<file path="config.mk">
export PLATFORM = sky130hd
export DESIGN_NAME = ppcm_pad_pullup_clock_out_mux
export DESIGN_NICKNAME = d
export VERILOG_FILES = /design/src/ppcm_pkg.sv /design/src/ppcm_pad_pullup_clock_out_mux.sv
export SDC_FILE = /design/constraint.sdc
export NUM_CORES = 1
export LEC_CHECK = 0
export BUFFER_PORTS_ARGS = -buffer_cell sky130_fd_sc_hd__clkbuf_2
export CELL_PAD_IN_SITES_DETAIL_PLACEMENT = 1
export CELL_PAD_IN_SITES_GLOBAL_PLACEMENT = 1
export CORE_MARGIN = 2
export CORE_UTILIZATION = 33
export DETAILED_ROUTE_END_ITERATION = 10
export PLACE_DENSITY = 0.86
export SLEW_MARGIN = 20
export SYNTH_ARGS = -nofsm -noshare
export SYNTH_HDL_FRONTEND = slang
export SYNTH_SLANG_ARGS = --single-unit
export TNS_END_PERCENT = 1
</file>
<file path="constraint.sdc">
create_clock -name clock -period 2.3 [get_ports clock]
set_input_delay 0.345 -clock clock [delete_from_list [all_inputs] [get_ports clock]]
set_output_delay 0.345 -clock clock [all_outputs]
set_load 0.01 [all_outputs]
</file>
<file path="src/ppcm_pkg.sv">
package ppcm_pkg;

   // ----------------------------------------
   // register map (byte addresses)
   // ----------------------------------------
   // word indices 8, 9, 11 and 16 on a byte-addressed bus, four bytes per word
   localparam logic [7:0] ADDR_PULLUP_DISABLE = 8'h20;
   localparam logic [7:0] ADDR_CLOCK_OUT_SELECT = 8'h24;
   localparam logic [7:0] ADDR_PORTC_PERIPHERAL_SELECT = 8'h2C;
   localparam logic [7:0] ADDR_PORT_CONTROL = 8'h40;

   // ----------------------------------------
   // writable masks and reset values
   // ----------------------------------------
   localparam logic [15:0] PULLUP_MASK = 16'h7FA8;
   localparam logic [15:0] PULLUP_RESET = 16'h0000;
   localparam logic [15:0] CLKOSR_MASK = 16'h03FF;
   localparam logic [15:0] CLKOSR_RESET = 16'h0020;
   localparam logic [15:0] GPS_MASK = 16'h000F;
   localparam logic [15:0] GPS_RESET = 16'h0000;
   localparam logic [15:0] PORTCTL_MASK = 16'hFFFF;
   localparam logic [15:0] PORTCTL_RESET = 16'h0F00;

   // ----------------------------------------
   // field positions
   // ----------------------------------------
   localparam int CLK_SRC_LSB = 0;
   localparam int CLK_SRC_W = 5;
   localparam int CLK_TRISTATE_BIT = 5;
   localparam int ALT_SEL_LSB = 6;
   localparam int PORTB_PER_LSB = 0;
   localparam int PORTC_DIR_LSB = 4;
   localparam int PORTC_PER_LSB = 8;
   localparam int NUM_PC = 4;
   localparam int NUM_PB_ALT = 4;

   // clock-out source codes
   localparam logic [4:0] SRC_SYSTEM = 5'h00;
   localparam logic [4:0] SRC_OSC = 5'h07;
   localparam logic [4:0] SRC_PLL = 5'h08;
   localparam logic [4:0] SRC_ADC_A = 5'h10;
   localparam logic [4:0] SRC_ADC_B = 5'h11;
   localparam int NUM_CLK_SRC = 32;

   localparam logic [1:0] RESP_OKAY = 2'h0;
   localparam logic [1:0] RESP_SLVERR = 2'h2;

   // pad control for one port C pin
   typedef struct packed {
      logic out;
      logic oe;
   } ppcm_pad_t;

endpackage

</file>
<file path="src/ppcm_pad_pullup_clock_out_mux.sv">
// Design decision made here: the AXI4-Lite slave port.
`timescale 1ns/1ps
`default_nettype none

module ppcm_pad_pullup_clock_out_mux (
   input wire logic clock, // system clock
   input wire logic rst_n, // synchronous reset, low
   input wire logic [7:0] s_axi_awaddr, // write address
   input wire logic s_axi_awvalid, // write address valid
   output logic s_axi_awready, // write address ready
   input wire logic [31:0] s_axi_wdata, // write data
   input wire logic [3:0] s_axi_wstrb, // write byte strobes
   input wire logic s_axi_wvalid, // write data valid
   output logic s_axi_wready, // write data ready
   output logic [1:0] s_axi_bresp, // write response
   output logic s_axi_bvalid, // write response valid
   input wire logic s_axi_bready, // write response ready
   input wire logic [7:0] s_axi_araddr, // read address
   input wire logic s_axi_arvalid, // read address valid
   output logic s_axi_arready, // read address ready
   output logic [31:0] s_axi_rdata, // read data
   output logic [1:0] s_axi_rresp, // read response
   output logic s_axi_rvalid, // read data valid
   input wire logic s_axi_rready, // read data ready
   output logic [15:0] pullupOff, // per-bit pull-up disable to pads
   input wire logic [ppcm_pkg::NUM_CLK_SRC-1:0] clkSources, // candidate clocks
   output logic clockOutPin, // clock-out pin level
   output logic clockOutPinOe, // clock-out pin drive enable
   input wire logic [3:0] portbAddrHi, // address bits a23..a20
   input wire logic rawOscClock, // raw oscillator clock
   input wire logic secondarySysClock, // secondary system clock
   input wire logic systemClock, // system clock copy
   input wire logic prescalerClock, // prescaler reference clock
   input wire logic [3:0] portbGpioOut, // port b gpio data 7..4
   output logic [3:0] portbPinOut, // port b pins 7..4 levels
   input wire logic [3:0] portcGpioOut, // port c gpio data
   input wire logic [3:0] timerOut, // timer outputs
   input wire logic [3:0] timerOutputEnable, // timer output enables
   input wire logic [3:0] spiOut, // spi outputs
   input wire logic [3:0] spiOe, // spi output enables
   input wire logic [3:0] portcPadIn, // port c pad inputs
   output ppcm_pkg::ppcm_pad_t [3:0] portcPad, // port c pad drive
   output logic [3:0] portcGpioIn, // pad level to gpio
   output logic [3:0] timerIn, // pad level to timer/decoder
   output logic [3:0] spiIn // pad level to spi
);
   import ppcm_pkg::*;

   // ----------------------------------------
   // overview
   // ----------------------------------------
   // four 16-bit control words sit behind the register bus:
   //   pull-up disable, one bit per functional pin group
   //   clock-out select, source code, tristate bit and port b alternates
   //   port c peripheral select, one bit per pin
   //   port control, the gpio peripheral enables and port c direction
   // every word is one aligned 32-bit slot; upper half reads zero
   // reserved positions are masked on the way in, so reads need no mask
   // only byte lanes 0 and 1 carry state; lanes 2 and 3 are ignored
   //
   // the pad side is pure combinational decode of the stored words;
   // a write therefore shows at the pads right after the edge that
   // stores it, with no further pipeline stage in between
   //
   // hazards a user should know:
   //   clock-out source change is not glitch free; the source vector is
   //   indexed straight, so a runt pulse may appear on the pin when the
   //   code moves while both clocks are mid-cycle
   //   port b alternate clocks reach the pins the same way
   //   port c direction under spi or timer control is the peripheral's
   //   own business; this block only forwards its enables
   //
   // trade-off: a single outstanding write and a single outstanding read
   // keep the slave tiny; throughput is irrelevant for setup registers
   //
   // bus timing in short:
   //   write address and data may arrive in either order
   //   the response rises one edge after both are held
   //   the register changes at that same edge
   //   read data rises at the same edge that takes the address
   //   unmapped addresses answer slverr and change nothing

   // ----------------------------------------
   // registers
   // ----------------------------------------
   logic [15:0] pullupDisable_q;
   logic [15:0] clockOutSelect_q;
   logic [15:0] portcPeripheralSelect_q;
   logic [15:0] portControl_q;
   logic awHeld_q;
   logic wHeld_q;
   logic [7:0] awAddr_q;
   logic [31:0] wData_q;
   logic [3:0] wStrb_q;
   logic bValid_q;
   logic bErr_q;
   logic rValid_q;
   logic [31:0] rData_q;
   logic rErr_q;
   logic doWrite;
   logic [15:0] wMerged;
   logic wHit;
   logic [15:0] rdWord;
   logic rdHit;

   // ----------------------------------------
   // axi4-lite write path
   // ----------------------------------------
   // address and data are latched independently, so either may come first
   assign s_axi_awready = !awHeld_q && !bValid_q;
   assign s_axi_wready = !wHeld_q && !bValid_q;
   assign doWrite = awHeld_q && wHeld_q && !bValid_q;
   assign s_axi_bvalid = bValid_q;
   assign s_axi_bresp = bErr_q ? RESP_SLVERR : RESP_OKAY;

   // address capture
   always_ff @(posedge clock) begin
      if (!rst_n) begin
         awHeld_q <= 1'b0;
         awAddr_q <= 8'h00;
      end else if (s_axi_awvalid && s_axi_awready) begin
         awHeld_q <= 1'b1;
         awAddr_q <= s_axi_awaddr;
      end else if (doWrite) begin
         awHeld_q <= 1'b0;
      end
   end

   // data capture
   always_ff @(posedge clock) begin
      if (!rst_n) begin
         wHeld_q <= 1'b0;
         wData_q <= 32'h0000_0000;
         wStrb_q <= 4'h0;
      end else if (s_axi_wvalid && s_axi_wready) begin
         wHeld_q <= 1'b1;
         wData_q <= s_axi_wdata;
         wStrb_q <= s_axi_wstrb;
      end else if (doWrite) begin
         wHeld_q <= 1'b0;
      end
   end

   // write response; unmapped addresses answer slverr
   always_ff @(posedge clock) begin
      if (!rst_n) begin
         bValid_q <= 1'b0;
         bErr_q <= 1'b0;
      end else if (doWrite) begin
         bValid_q <= 1'b1;
         bErr_q <= !wHit;
      end else if (s_axi_bready) begin
         bValid_q <= 1'b0;
      end
   end

   // byte-lane merge against the addressed register
   always_comb begin
      wHit = 1'b1;
      unique case (awAddr_q)
         ADDR_PULLUP_DISABLE: wMerged = pullupDisable_q;
         ADDR_CLOCK_OUT_SELECT: wMerged = clockOutSelect_q;
         ADDR_PORTC_PERIPHERAL_SELECT: wMerged = portcPeripheralSelect_q;
         ADDR_PORT_CONTROL: wMerged = portControl_q;
         default: begin
            wMerged = 16'h0000;
            wHit = 1'b0;
         end
      endcase
      if (wStrb_q[0]) begin
         wMerged[7:0] = wData_q[7:0];
      end
      if (wStrb_q[1]) begin
         wMerged[15:8] = wData_q[15:8];
      end
   end

   // ----------------------------------------
   // control registers
   // ----------------------------------------
   // masks keep reserved bits at zero whatever is written
   always_ff @(posedge clock) begin
      if (!rst_n) begin
         pullupDisable_q <= PULLUP_RESET;
      end else if (doWrite && awAddr_q == ADDR_PULLUP_DISABLE) begin
         pullupDisable_q <= wMerged & PULLUP_MASK;
      end
   end

   always_ff @(posedge clock) begin
      if (!rst_n) begin
         clockOutSelect_q <= CLKOSR_RESET;
      end else if (doWrite && awAddr_q == ADDR_CLOCK_OUT_SELECT) begin
         clockOutSelect_q <= wMerged & CLKOSR_MASK;
      end
   end

   always_ff @(posedge clock) begin
      if (!rst_n) begin
         portcPeripheralSelect_q <= GPS_RESET;
      end else if (doWrite && awAddr_q == ADDR_PORTC_PERIPHERAL_SELECT) begin
         portcPeripheralSelect_q <= wMerged & GPS_MASK;
      end
   end

   // port b enables [3:0], port c direction [7:4], port c enables [11:8]
   always_ff @(posedge clock) begin
      if (!rst_n) begin
         portControl_q <= PORTCTL_RESET;
      end else if (doWrite && awAddr_q == ADDR_PORT_CONTROL) begin
         portControl_q <= wMerged & PORTCTL_MASK;
      end
   end

   // ----------------------------------------
   // axi4-lite read path
   // ----------------------------------------
   assign s_axi_arready = !rValid_q;
   assign s_axi_rvalid = rValid_q;
   assign s_axi_rdata = rData_q;
   assign s_axi_rresp = rErr_q ? RESP_SLVERR : RESP_OKAY;

   always_comb begin
      rdHit = 1'b1;
      unique case (s_axi_araddr)
         ADDR_PULLUP_DISABLE: rdWord = pullupDisable_q;
         ADDR_CLOCK_OUT_SELECT: rdWord = clockOutSelect_q;
         ADDR_PORTC_PERIPHERAL_SELECT: rdWord = portcPeripheralSelect_q;
         ADDR_PORT_CONTROL: rdWord = portControl_q;
         default: begin
            rdWord = 16'h0000;
            rdHit = 1'b0;
         end
      endcase
   end

   // read data held until rready; one read in flight
   always_ff @(posedge clock) begin
      if (!rst_n) begin
         rValid_q <= 1'b0;
         rData_q <= 32'h0000_0000;
         rErr_q <= 1'b0;
      end else if (s_axi_arvalid && s_axi_arready) begin
         rValid_q <= 1'b1;
         rData_q <= {16'h0000, rdWord};
         rErr_q <= !rdHit;
      end else if (s_axi_rready) begin
         rValid_q <= 1'b0;
      end
   end

   // ----------------------------------------
   // pad muxing
   // ----------------------------------------
   // pull-up groups map one bit per group straight to the pads
   // bit 14: fault a3 input
   // bit 13: can receive pin
   // bit 12: memory-mode strap pin
   // bit 11: external reset pin
   // bit 10: both external interrupt pins
   // bit 9: boot-mode strap pin
   // bit 8: the four fault b inputs
   // bit 7: fault a inputs 0 to 2
   // bit 5: external bus read and write strobes
   // bit 3: jtag reset, mode select and data in
   // a one turns the pull-ups of the whole group off, a zero leaves them on
   // reserved bits are zero by the write mask, so the pads never see them
   assign pullupOff = pullupDisable_q;

   // clock-out; codes index the source vector directly so the clock-out pin is
   // glitch-prone on source change, acceptable for a test/debug output
   assign clockOutPin = clkSources[clockOutSelect_q[CLK_SRC_LSB +: CLK_SRC_W]];
   assign clockOutPinOe = !clockOutSelect_q[CLK_TRISTATE_BIT];

   // port b upper pins: gpio first, then address or clock
   // index 3 is pin 7 and index 0 is pin 4; the alternate bit of each
   // pin only matters while its peripheral enable is set, because gpio
   // mode always wins over the address/clock choice
   // pin 7: address a23 or raw oscillator clock
   // pin 6: address a22 or secondary system clock
   // pin 5: address a21 or system clock
   // pin 4: address a20 or prescaler reference clock
   logic [3:0] pbAltClock;
   assign pbAltClock = {rawOscClock, secondarySysClock, systemClock, prescalerClock};

   genvar gi;
   generate
      for (gi = 0; gi < NUM_PB_ALT; gi++) begin : gPortB
         logic altSel;
         logic perOut;
         assign altSel = clockOutSelect_q[ALT_SEL_LSB + gi];
         assign perOut = altSel ? pbAltClock[gi] : portbAddrHi[gi];
         assign portbPinOut[gi] = portControl_q[PORTB_PER_LSB + gi] ?
            perOut : portbGpioOut[gi];
      end
      // each port c pin decoded alone
      // enable 0: gpio, direction register sets the drive
      // enable 1, select 0: timer/decoder, timer enable sets the drive
      // enable 1, select 1: spi, spi enable sets the drive
      // input routing hands the pad level to the selected user only,
      // so an unselected peripheral never sees a live pin
      for (gi = 0; gi < NUM_PC; gi++) begin : gPortC
         logic perEn;
         logic spiSel;
         assign perEn = portControl_q[PORTC_PER_LSB + gi];
         assign spiSel = portcPeripheralSelect_q[gi];
         always_comb begin
            if (!perEn) begin
               portcPad[gi].out = portcGpioOut[gi];
               portcPad[gi].oe = portControl_q[PORTC_DIR_LSB + gi];
            end else if (!spiSel) begin
               portcPad[gi].out = timerOut[gi];
               portcPad[gi].oe = timerOutputEnable[gi];
            end else begin
               portcPad[gi].out = spiOut[gi];
               portcPad[gi].oe = spiOe[gi];
            end
         end
         // decoder always listens while the pin is timer/decoder
         assign portcGpioIn[gi] = perEn ? 1'b0 : portcPadIn[gi];
         assign timerIn[gi] = (perEn && !spiSel) ? portcPadIn[gi] : 1'b0;
         assign spiIn[gi] = (perEn && spiSel) ? portcPadIn[gi] : 1'b0;
      end
   endgenerate

endmodule

`default_nettype wire

</file>
# After elaboration in Yosys (flattened, before gate mapping)
# Index checks and enable logic that the tools add are counted.
# Widths: inputs -> output; s select.
# totals
regBits,88
out_inout_bits,83
# classes
n_reduce_logical,37
n_eq_ne,9
muxes,45
order_cmp,1
# op_table
op,count
$pmux 16 s4,2
$eq 8x6->1 const B,6
$mux 1,30
$mux 2,10
$logic_and 1x1->1,19
$eq 8x7->1 const B,2
$mux 8,2
$logic_not 1->1,11
$reduce_bool 2->1,4
$reduce_or 4->1,2
$lt 5x6->1 const B,1
$bmux 1 s5,1
$ne 2x2->1 const B,1
$reduce_and 2->1,1

# Longest topological paths before layout
# Gate-level depths: netlist of the first run.
# logic_depth
depth_word,4
depth_mapped,7

# Worst setup path before layout of the first run
# Ideal clock, no wire load.
# synth_timing
kind,flip-flop to flip-flop
start,register awAddr_q[0]
end,register portControl_q[10]
slack_ns,0.428
period_less_slack_ns,1.872
path_stages_with_launch,8
setup_ns,0.127
arrival_time_ns,1.745
required_time_ns,2.173
cell_sequence,dfxtp_1 -> or4_4 -> buf_6 -> nor4_4 -> buf_6 -> nand2_1 -> o22ai_1 -> nand2_1
# synth_via
elab_chain_len,3
elab_cells_between_ends,7
# synth_rtl
item,line_no,source
start: declaration,ppcm_pad_pullup_clock_out_mux.sv:92,logic [7:0] awAddr_q;
start signal: assignment,ppcm_pad_pullup_clock_out_mux.sv:123,awAddr_q <= s_axi_awaddr;
$eq 8x7->1 / $eq 8x6->1 (equally long branches),"ppcm_pad_pullup_clock_out_mux.sv:160, ppcm_pad_pullup_clock_out_mux.sv:210",
$pmux 16 s4,ppcm_pad_pullup_clock_out_mux.sv:160,unique case (awAddr_q)
$mux 8,ppcm_pad_pullup_clock_out_mux.sv:173,if (wStrb_q[1]) begin
end signal: assignment,ppcm_pad_pullup_clock_out_mux.sv:211,portControl_q <= wMerged & PORTCTL_MASK;
end: declaration,ppcm_pad_pullup_clock_out_mux.sv:89,logic [15:0] portControl_q;
# Parallel ways exist; a longest one is shown, timed or not. The select of a mux whose other input is x is not followed.
# A chain may end at the register's enable or synchronous reset.

# Final worst setup path of the first run
# layout_timing
start,register clockOutSelect_q[1]
end,output port clockOutPin
# layout_via
elab_chain_len,2
# layout_rtl
item,line_no,source
start: declaration,ppcm_pad_pullup_clock_out_mux.sv:87,logic [15:0] clockOutSelect_q;
start signal: assignment,ppcm_pad_pullup_clock_out_mux.sv:194,clockOutSelect_q <= wMerged & CLKOSR_MASK;
$bmux 1 s5,ppcm_pad_pullup_clock_out_mux.sv:272,assign clockOutPin = clkSources[clockOutSelect_q[CLK_SRC_LSB +: CLK_SRC_W]];
$mux 1 (implied by the code),ppcm_pad_pullup_clock_out_mux.sv:272,
end: declaration,ppcm_pad_pullup_clock_out_mux.sv:27,"output logic clockOutPin,"
# Every way passes these cells. The select of a mux whose other input is x is not followed.

==> results of run 1 <==
cell type report:
type / instances / area, um2
clock buffers: 12 / 246
clock inverters: 3 / 42.5
fillers: 1752 / 7980
inverters: 7 / 26.3
multi-input cells: 452 / 2600
flip-flops and latches: 88 / 1760
well taps: 180 / 225
repair buffers: 181 / 945
Yosys cell counts, drive strengths merged:
cell	number	area, um2
buf	38	268
a21oi	68	340
o22ai	3	18.8
nor4b	2	17.5
conb	1	3.75
nor4	5	67.6
o21ai	27	135
clkbuf	28	105
nand2b	3	18.8
dfxtp	88	1760
and3	9	56.3
o2111ai	1	8.76
or3b	1	8.76
nor2	48	180
a31oi	16	100
mux2i	36	360
inv	6	22.5
or3	5	31.3
o2bb2ai	6	52.6
and2	5	31.3
nor3b	1	7.51
a2111oi	2	17.5
a22oi	25	188
nor3	7	35.0
nand4	1	6.26
nand2	98	368
nand3	10	50.1
a41oi	2	17.5
a211oi	8	60.1
a211o	2	17.5
nand4b	1	8.76
or4	1	11.3
o32ai	2	17.5
clkinv	1	3.75
nor2b	10	62.6
a22o	19	166
nand3b	4	30.0
flip-flops by register name (all words and copies together) (netlist names):
signal and flops:
bErr_q 1, s_axi_rvalid 1, pullupOff 10, s_axi_rdata 16
wData_q 16, portcPeripheralSelect_q 4, awHeld_q 1, wHeld_q 1
rErr_q 1, s_axi_bvalid 1, portControl_q 16, clockOutSelect_q 10
awAddr_q 8, wStrb_q 2
power by group through the flow:
stage               clock network (uW)  registers, uW  logic [uW]
CTS                               1460           1610         434
floorplan                            0           1620         294
detailed placement                   0           1650         432
finish                            1450           1610         431
global route                      1540           1620         482
global placement                     0           1640         421
through the flow:
step	power, uW	instances	hold WS, ps	util, %
2_1_floorplan	1920	613	432	-
3_3_place_gp	2070	908	442	40.1
3_5_place_dp	2080	908	450	40.1
4_1_cts	3510	923	175	42.2
5_1_grt	3640	923	170	42.3
6_report	3490	923	179	42.3
worst reg2reg max path, cell delays in order, from the launching register on:
cell and delay, ps:
sky130_fd_sc_hd__dfxtp_1 340, sky130_fd_sc_hd__nor4_1 580, sky130_fd_sc_hd__nand2_1 180, sky130_fd_sc_hd__nor3_1 210
sky130_fd_sc_hd__buf_4 280, sky130_fd_sc_hd__o21ai_0 140, sky130_fd_sc_hd__a31oi_1 200
metal layers:
| metal | GRT usage, % | share of wire [%] | wire (um) |
|---|---|---|---|
| met1 | 24.5 | 42 | 6530 |
| met2 | 34.9 | 49 | 7480 |
| met3 | 4.23 | 7.2 | 1100 |
| met4 | 6.90 | 1.8 | 275 |
| met5 | 0 | 0 | 0 |
path summary, 6_finish.rpt:
kind	to	cells past startpoint	slack (ps)
setup / recovery	clockOutPin	6	140
hold / removal	s_axi_rvalid	2	180
setup reg to reg	pullupOff[9]	6	300
hold reg to reg	s_axi_rdata[15]	2	450
repair_timing:
| item | 4_1_cts | 5_1_grt |
|---|---|---|
| endpoints found under the setup margin | 1 | 1 |
| resized for setup | 2 | 3 |
| buffers inserted | 0 | 0 |
| cloned | 0 | 0 |
layout by cell type (no fill, tap or decap), types with 4 or more instances in the layout:
master                      netlist  routed
sky130_fd_sc_hd__a211oi_1         8       8
sky130_fd_sc_hd__a21oi_1         68      68
sky130_fd_sc_hd__a22o_1          19      19
sky130_fd_sc_hd__a22oi_1         25      25
sky130_fd_sc_hd__a31oi_1         16      16
sky130_fd_sc_hd__and3_1           9       9
sky130_fd_sc_hd__buf_4           27      13
sky130_fd_sc_hd__clkbuf_16        0       9
sky130_fd_sc_hd__clkbuf_2         0     167
sky130_fd_sc_hd__conb_1           1      24
sky130_fd_sc_hd__dfxtp_1         88      87
sky130_fd_sc_hd__inv_1            6       6
sky130_fd_sc_hd__mux2i_1         36      36
sky130_fd_sc_hd__nand2_1         98      98
sky130_fd_sc_hd__nand3_1         10      10
sky130_fd_sc_hd__nand3b_1         4       4
sky130_fd_sc_hd__nor2_1          48      48
sky130_fd_sc_hd__nor2b_1         10      10
sky130_fd_sc_hd__nor3_1           7       7
sky130_fd_sc_hd__o21ai_0         25      25
sky130_fd_sc_hd__o2bb2ai_1        6       6
sky130_fd_sc_hd__or3_1            5       5
logic make-up after synthesis:
| kind of cell | synth area share [%] |
|---|---|
| mux | 7.74 |
| other cells | 0.0805 |
| simple gates | 21.3 |
| compound gates | 24.5 |
| buf+inv | 8.57 |
| flops | 37.8 |
==> Implementation_results.wiki, run 1 <==
{| class="wikitable"
! Metric !! Value
|-
| Crit Path Class || register to output pin
|-
| Clk Latency, worst-skew pair || 340 ps
|-
| Nature of the critical path startpoint || register
|-
| Leakage power figure || 0.00240 uW
|-
| Worst min-delay path category || input pin to register
|-
| Number of buffer cells added on primary ports || 167
|-
| Max-cap violations || 0
|-
| Max VDD drop || 414 uV
|-
| RR Startpoint || awAddr_q[0]
|-
| Fin crit share || 93.8%
|-
| Ratio of cells with drive above 1 in the final layout || 27.3%
|-
| Worst setup startpoint || clockOutSelect_q[1]
|-
| Max-slew violations || 0
|-
| Mean number of vias per cell || 5.24
|-
| Number of design rule violations left after detail routing || 0
|-
| TritonCTS sink count || 88
|-
| Slowest CP cell || sky130_fd_sc_hd__dfxtp_1
|-
| Post-route setup slack || 144 ps
|-
| Sw frac || 25.3%
|-
| Crit Path Max Fanout || 6
|-
| First-pass GRT wire length || 23900 um
|-
| Result of the run || finished clean
|-
| Crit path required time || 1960 ps
|-
| CP delay by family, top || compound AO/OA/AOI/OAI gates
|-
| Delay of the slowest cell on the worst path || 430 ps
|-
| CTS Hold Buffers Added || 0
|-
| Buffers and inverters on the worst path || 1
|-
| Max Root-Sink Buffers || 2
|-
| Setup TNS || 0 ps
|-
| Sequential cell fraction of total power || 46.2%
|-
| CTS HTree Levels || 3
|-
| Total wire length || 15400 um
|-
| Area Overhead vs Synth || 25.5%
|-
| CP Capture Type || output pin
|-
| Horizontal die dimension || 123 um
|-
| TritonCTS clock tree || done
|-
| Core box area || 0.0138 mm2
|-
| Upper clock frequency limit || 0.464 GHz
|-
| Netlist area before placement || 0.00466 mm2
|-
| Total inserted antenna cells || 0
|-
| Count of pins on the block boundary || 210
|-
| Antenna violations before repair || 0
|-
| Chip Height || 123 um
|-
| Final count of hold timing violations || 0
|-
| Pin count of the biggest net entering global routing || 52
|-
| Int Pwr || 2610 uW
|-
| Antenna Nets Post-Route || 0
|-
| Setup Skew || 4.62 ps
|-
| Clock Root Buffer || sky130_fd_sc_hd__clkbuf_16
|-
| Mapped Avg Cell Area || 7.89 um2
|-
| Setup repair after global routing missed its margin || false
|-
| Register bit count reported by yosys || 88
|-
| Number of buffers created by CTS || 9
|-
| Number of distinct library cells after synthesis || 44
|-
| Clock-pin slew reported for the worst setup and hold paths after clock tree synthesis || 60 ps
|-
| Clock period minus final worst setup slack || 2160 ps
|-
| Critical Path, Cell by Cell || nor2_1, a22o_1, a2111oi_2, a22oi_1, nand3_1, clkbuf_2
|-
| Via count of the first global-routing pass || 4713
|-
| Final cell area excluding filler cells || 0.00584 mm2
|-
| Part of the power in combinational logic || 12.3%
|-
| Initial DRC count || 256
|-
| Setup-failing EPs final || 0
|-
| Worst EP arrival || 1810 ps
|-
| Final weighted congestion of routability-driven global placement || 0.838
|-
| Congestion Overflow GR || 0
|-
| Area of placed instances || 0.00554 mm2
|-
| Die footprint || 0.0151 mm2
|-
| Share of the yosys chip area belonging to registers || 37.8%
|-
| Worst hold start || s_axi_rready
|-
| Overall global routing resource usage || 20.1%
|-
| Detailed-route via count || 4833
|-
| DR WL/cell || 16.7 um
|-
| Post-DP HPWL || 11900 um
|-
| Total power per unit cell area || 597 mW/mm2
|-
| Pre-Repair DR Iteration Count || 5
|-
| Clock power share || 41.4%
|-
| Net switching power figure || 884 uW
|-
| Number of warnings reported in the yosys synthesis log || 0
|-
| Number of cell rows || 43
|-
| Worst-case headroom to the max-slew limit || 55.8%
|-
| Actual transition at the worst max-transition pin || 662 ps
|-
| Starting density of the core || 33.7%
|-
| Cells after Synth || 590
|-
| Worst Setup Slack post-DPL || 140 ps
|-
| Final net count || 866
|}
Power figures use the tool's default switching activity.
==> run 2, diff against run 1 <==
==> constraint.sdc (replaced) <==
create_clock -name clock -period 2.3 [get_ports clock]
set_input_delay 0.115 -clock clock [delete_from_list [all_inputs] [get_ports clock]]
set_output_delay 0.115 -clock clock [all_outputs]
set_load 0.01 [all_outputs]
==> run 2 against run 1 <==
The run now ends with negative hold slack left. Non-clock buffer count rose by 5. Critical endpoint unchanged. Worst hold slack worse by 180 ps. Routed wire length is 2.3% higher. Register-to-register slack about the same. First-iteration DRC count is 21% higher. Flip-flop and latch count is the same. Largest power group unchanged. Die area stayed put. Combinational power up 3%. Fmax rose by 3.9%. Via count increased by 2.0%.
==> Implementation_results.wiki, run 2 (synthesis gave the netlist of run 1 again) <==
{| class="wikitable"
! Metric !! Value
|-
| Final count of hold timing violations || 3
|-
| Core box area || 0.0138 mm2
|-
| Minimum hold slack || -5.17 ps
|-
| Delay of the slowest cell on the worst path || 450 ps
|-
| Setup repair after global routing missed its margin || false
|-
| Slowest CP cell || sky130_fd_sc_hd__dfxtp_1
|-
| CP delay by family, top || flip-flops
|-
| Worst-case headroom to the max-slew limit || 56.6%
|-
| Total power per unit cell area || 613 mW/mm2
|-
| Clock Root Buffer || sky130_fd_sc_hd__clkbuf_16
|-
| Pre-Repair DR Iteration Count || 4
|-
| Clock-pin slew reported for the worst setup and hold paths after clock tree synthesis || 70 ps
|-
| Final weighted congestion of routability-driven global placement || 0.843
|-
| Chip Height || 123 um
|-
| Total wire length || 15700 um
|-
| Congestion Overflow GR || 0
|-
| Antenna violations before repair || 0
|-
| Violations in the final reports || negative hold slack
|-
| Crit Path Max Fanout || 14
|-
| TritonCTS clock tree || done
|-
| Critical Path, Cell by Cell || buf_4, mux2i_1, a22o_1, a21oi_1, nand4_1, nand3_1, clkbuf_2
|-
| Number of buffer cells added on primary ports || 167
|-
| Mean number of vias per cell || 5.31
|-
| Total inserted antenna cells || 0
|-
| DR WL/cell || 17.0 um
|-
| Final cell area excluding filler cells || 0.00593 mm2
|-
| Number of buffers created by CTS || 9
|-
| Overall global routing resource usage || 20.6%
|-
| Horizontal die dimension || 123 um
|-
| Fin crit share || 90.2%
|-
| Total setup buffers inserted after CTS || 0
|-
| Final net count || 871
|-
| Buffers and inverters on the worst path || 2
|-
| Number of cell rows || 43
|-
| Initial DRC count || 310
|-
| Area of placed instances || 0.00554 mm2
|-
| Ratio of cells with drive above 1 in the final layout || 26.9%
|-
| Post-DP HPWL || 12200 um
|-
| Area Overhead vs Synth || 27.4%
|-
| Starting density of the core || 33.7%
|-
| Setup TNS || 0 ps
|-
| Upper clock frequency limit || 0.482 GHz
|-
| Number of design rule violations left after detail routing || 0
|-
| Max Root-Sink Buffers || 2
|-
| Via count of the first global-routing pass || 4903
|-
| Nature of the critical path startpoint || register
|-
| CP Capture Type || output pin
|-
| Count of pins on the block boundary || 210
|-
| Detailed-route via count || 4930
|-
| Max-slew violations || 0
|-
| Pin count of the biggest net entering global routing || 52
|-
| Worst min-delay path category || input pin to register
|-
| Clock period minus final worst setup slack || 2080 ps
|-
| Actual transition at the worst max-transition pin || 648 ps
|-
| Leakage power figure || 0.00243 uW
|-
| Most frequent standard cell in the layout excluding fill and tap cells || sky130_fd_sc_hd__clkbuf_2
|-
| TritonCTS sink count || 88
|-
| Commonest non-fill, non-tap cells in the layout || 167 x sky130_fd_sc_hd__clkbuf_2, 98 x sky130_fd_sc_hd__nand2_1, 88 x sky130_fd_sc_hd__dfxtp_1, 68 x sky130_fd_sc_hd__a21oi_1, 48 x sky130_fd_sc_hd__nor2_1
|-
| Die footprint || 0.0151 mm2
|-
| Max-cap violations || 0
|-
| CTS HTree Levels || 3
|-
| Setup Skew || 8.93 ps
|-
| Setup-failing EPs final || 0
|-
| Worst EP arrival || 1960 ps
|-
| Antenna Nets Post-Route || 0
|-
| Max VDD drop || 309 uV
|-
| Crit path required time || 2180 ps
|-
| Result of the run || finished, violations left
|-
| First-pass GRT wire length || 24700 um
|-
| Clk Latency, worst-skew pair || 340 ps
|-
| Crit Path Class || register to output pin
|}
[run 2: report_power, final]
part / switching [uW] / total (uW) / leakage, uW / internal [uW]
sequential: 50.3 / 1620 / 0.000714 / 1560
combinational: 258 / 442 / 0.00157 / 183
clock: 628 / 1580 / 0.000149 / 954
[run 2: final timing paths]
kind,slack [ps],start,cells past startpoint,end
hold / removal,-5,s_axi_awaddr[1],3,awAddr_q[1]
hold reg to reg,460,wData_q[12],2,wData_q[12]
setup / recovery,220,clockOutSelect_q[2],7,clockOutPin
setup reg to reg,290,awAddr_q[0],6,clockOutSelect_q[9]
[run 2: metrics by stage]
| stage | utilization (%) | total power, uW | instances | hold slack [ps] | setup WS [ps] |
|---|---|---|---|---|---|
| global placement | 40.1 | 2070 | 906 | 300 | 350 |
| CTS | 42.9 | 3660 | 928 | 0.0940 | 125 |
| floorplan | - | 1920 | 613 | 214 | 428 |
| detailed placement | 40.1 | 2080 | 906 | 304 | 309 |
| finish | 42.9 | 3640 | 928 | -5.17 | 225 |
| global route | 42.9 | 3770 | 928 | 8.72 | 89.1 |
[run 2: per-layer routing]
metal | vias to the layer above | wire length, um | global-route usage, %
met1 | 2351 | 6740 | 25.7
li1 | 2383 | - | -
met2 | 175 | 7770 | 36.6
met5 | - | 0 | 0
met4 | 0 | 275 | 6.39
met3 | 21 | 956 | 2.51
[run 2: worst min-delay path, cell delays in order]
cell and delay, ps:
sky130_fd_sc_hd__clkbuf_2 80, sky130_fd_sc_hd__nand2_1 50, sky130_fd_sc_hd__a21oi_1 50
[run 2: final cells by class]
type                    count  area (um2)
fillers                  1743        7890
multi-input cells         452        2590
flip-flops and latches     88        1760
repair buffers            186        1010
clock buffers               9         225
well taps                 180         225
clock inverters             6        92.6
inverters                   7        26.3
[run 2: what timing repair did]
action | CTS | global route
resized for setup | 0 | 2
endpoints found under the setup margin | 0 | 1
hold buffers | 7 | 0
hold endpoints to repair | 7 | 0
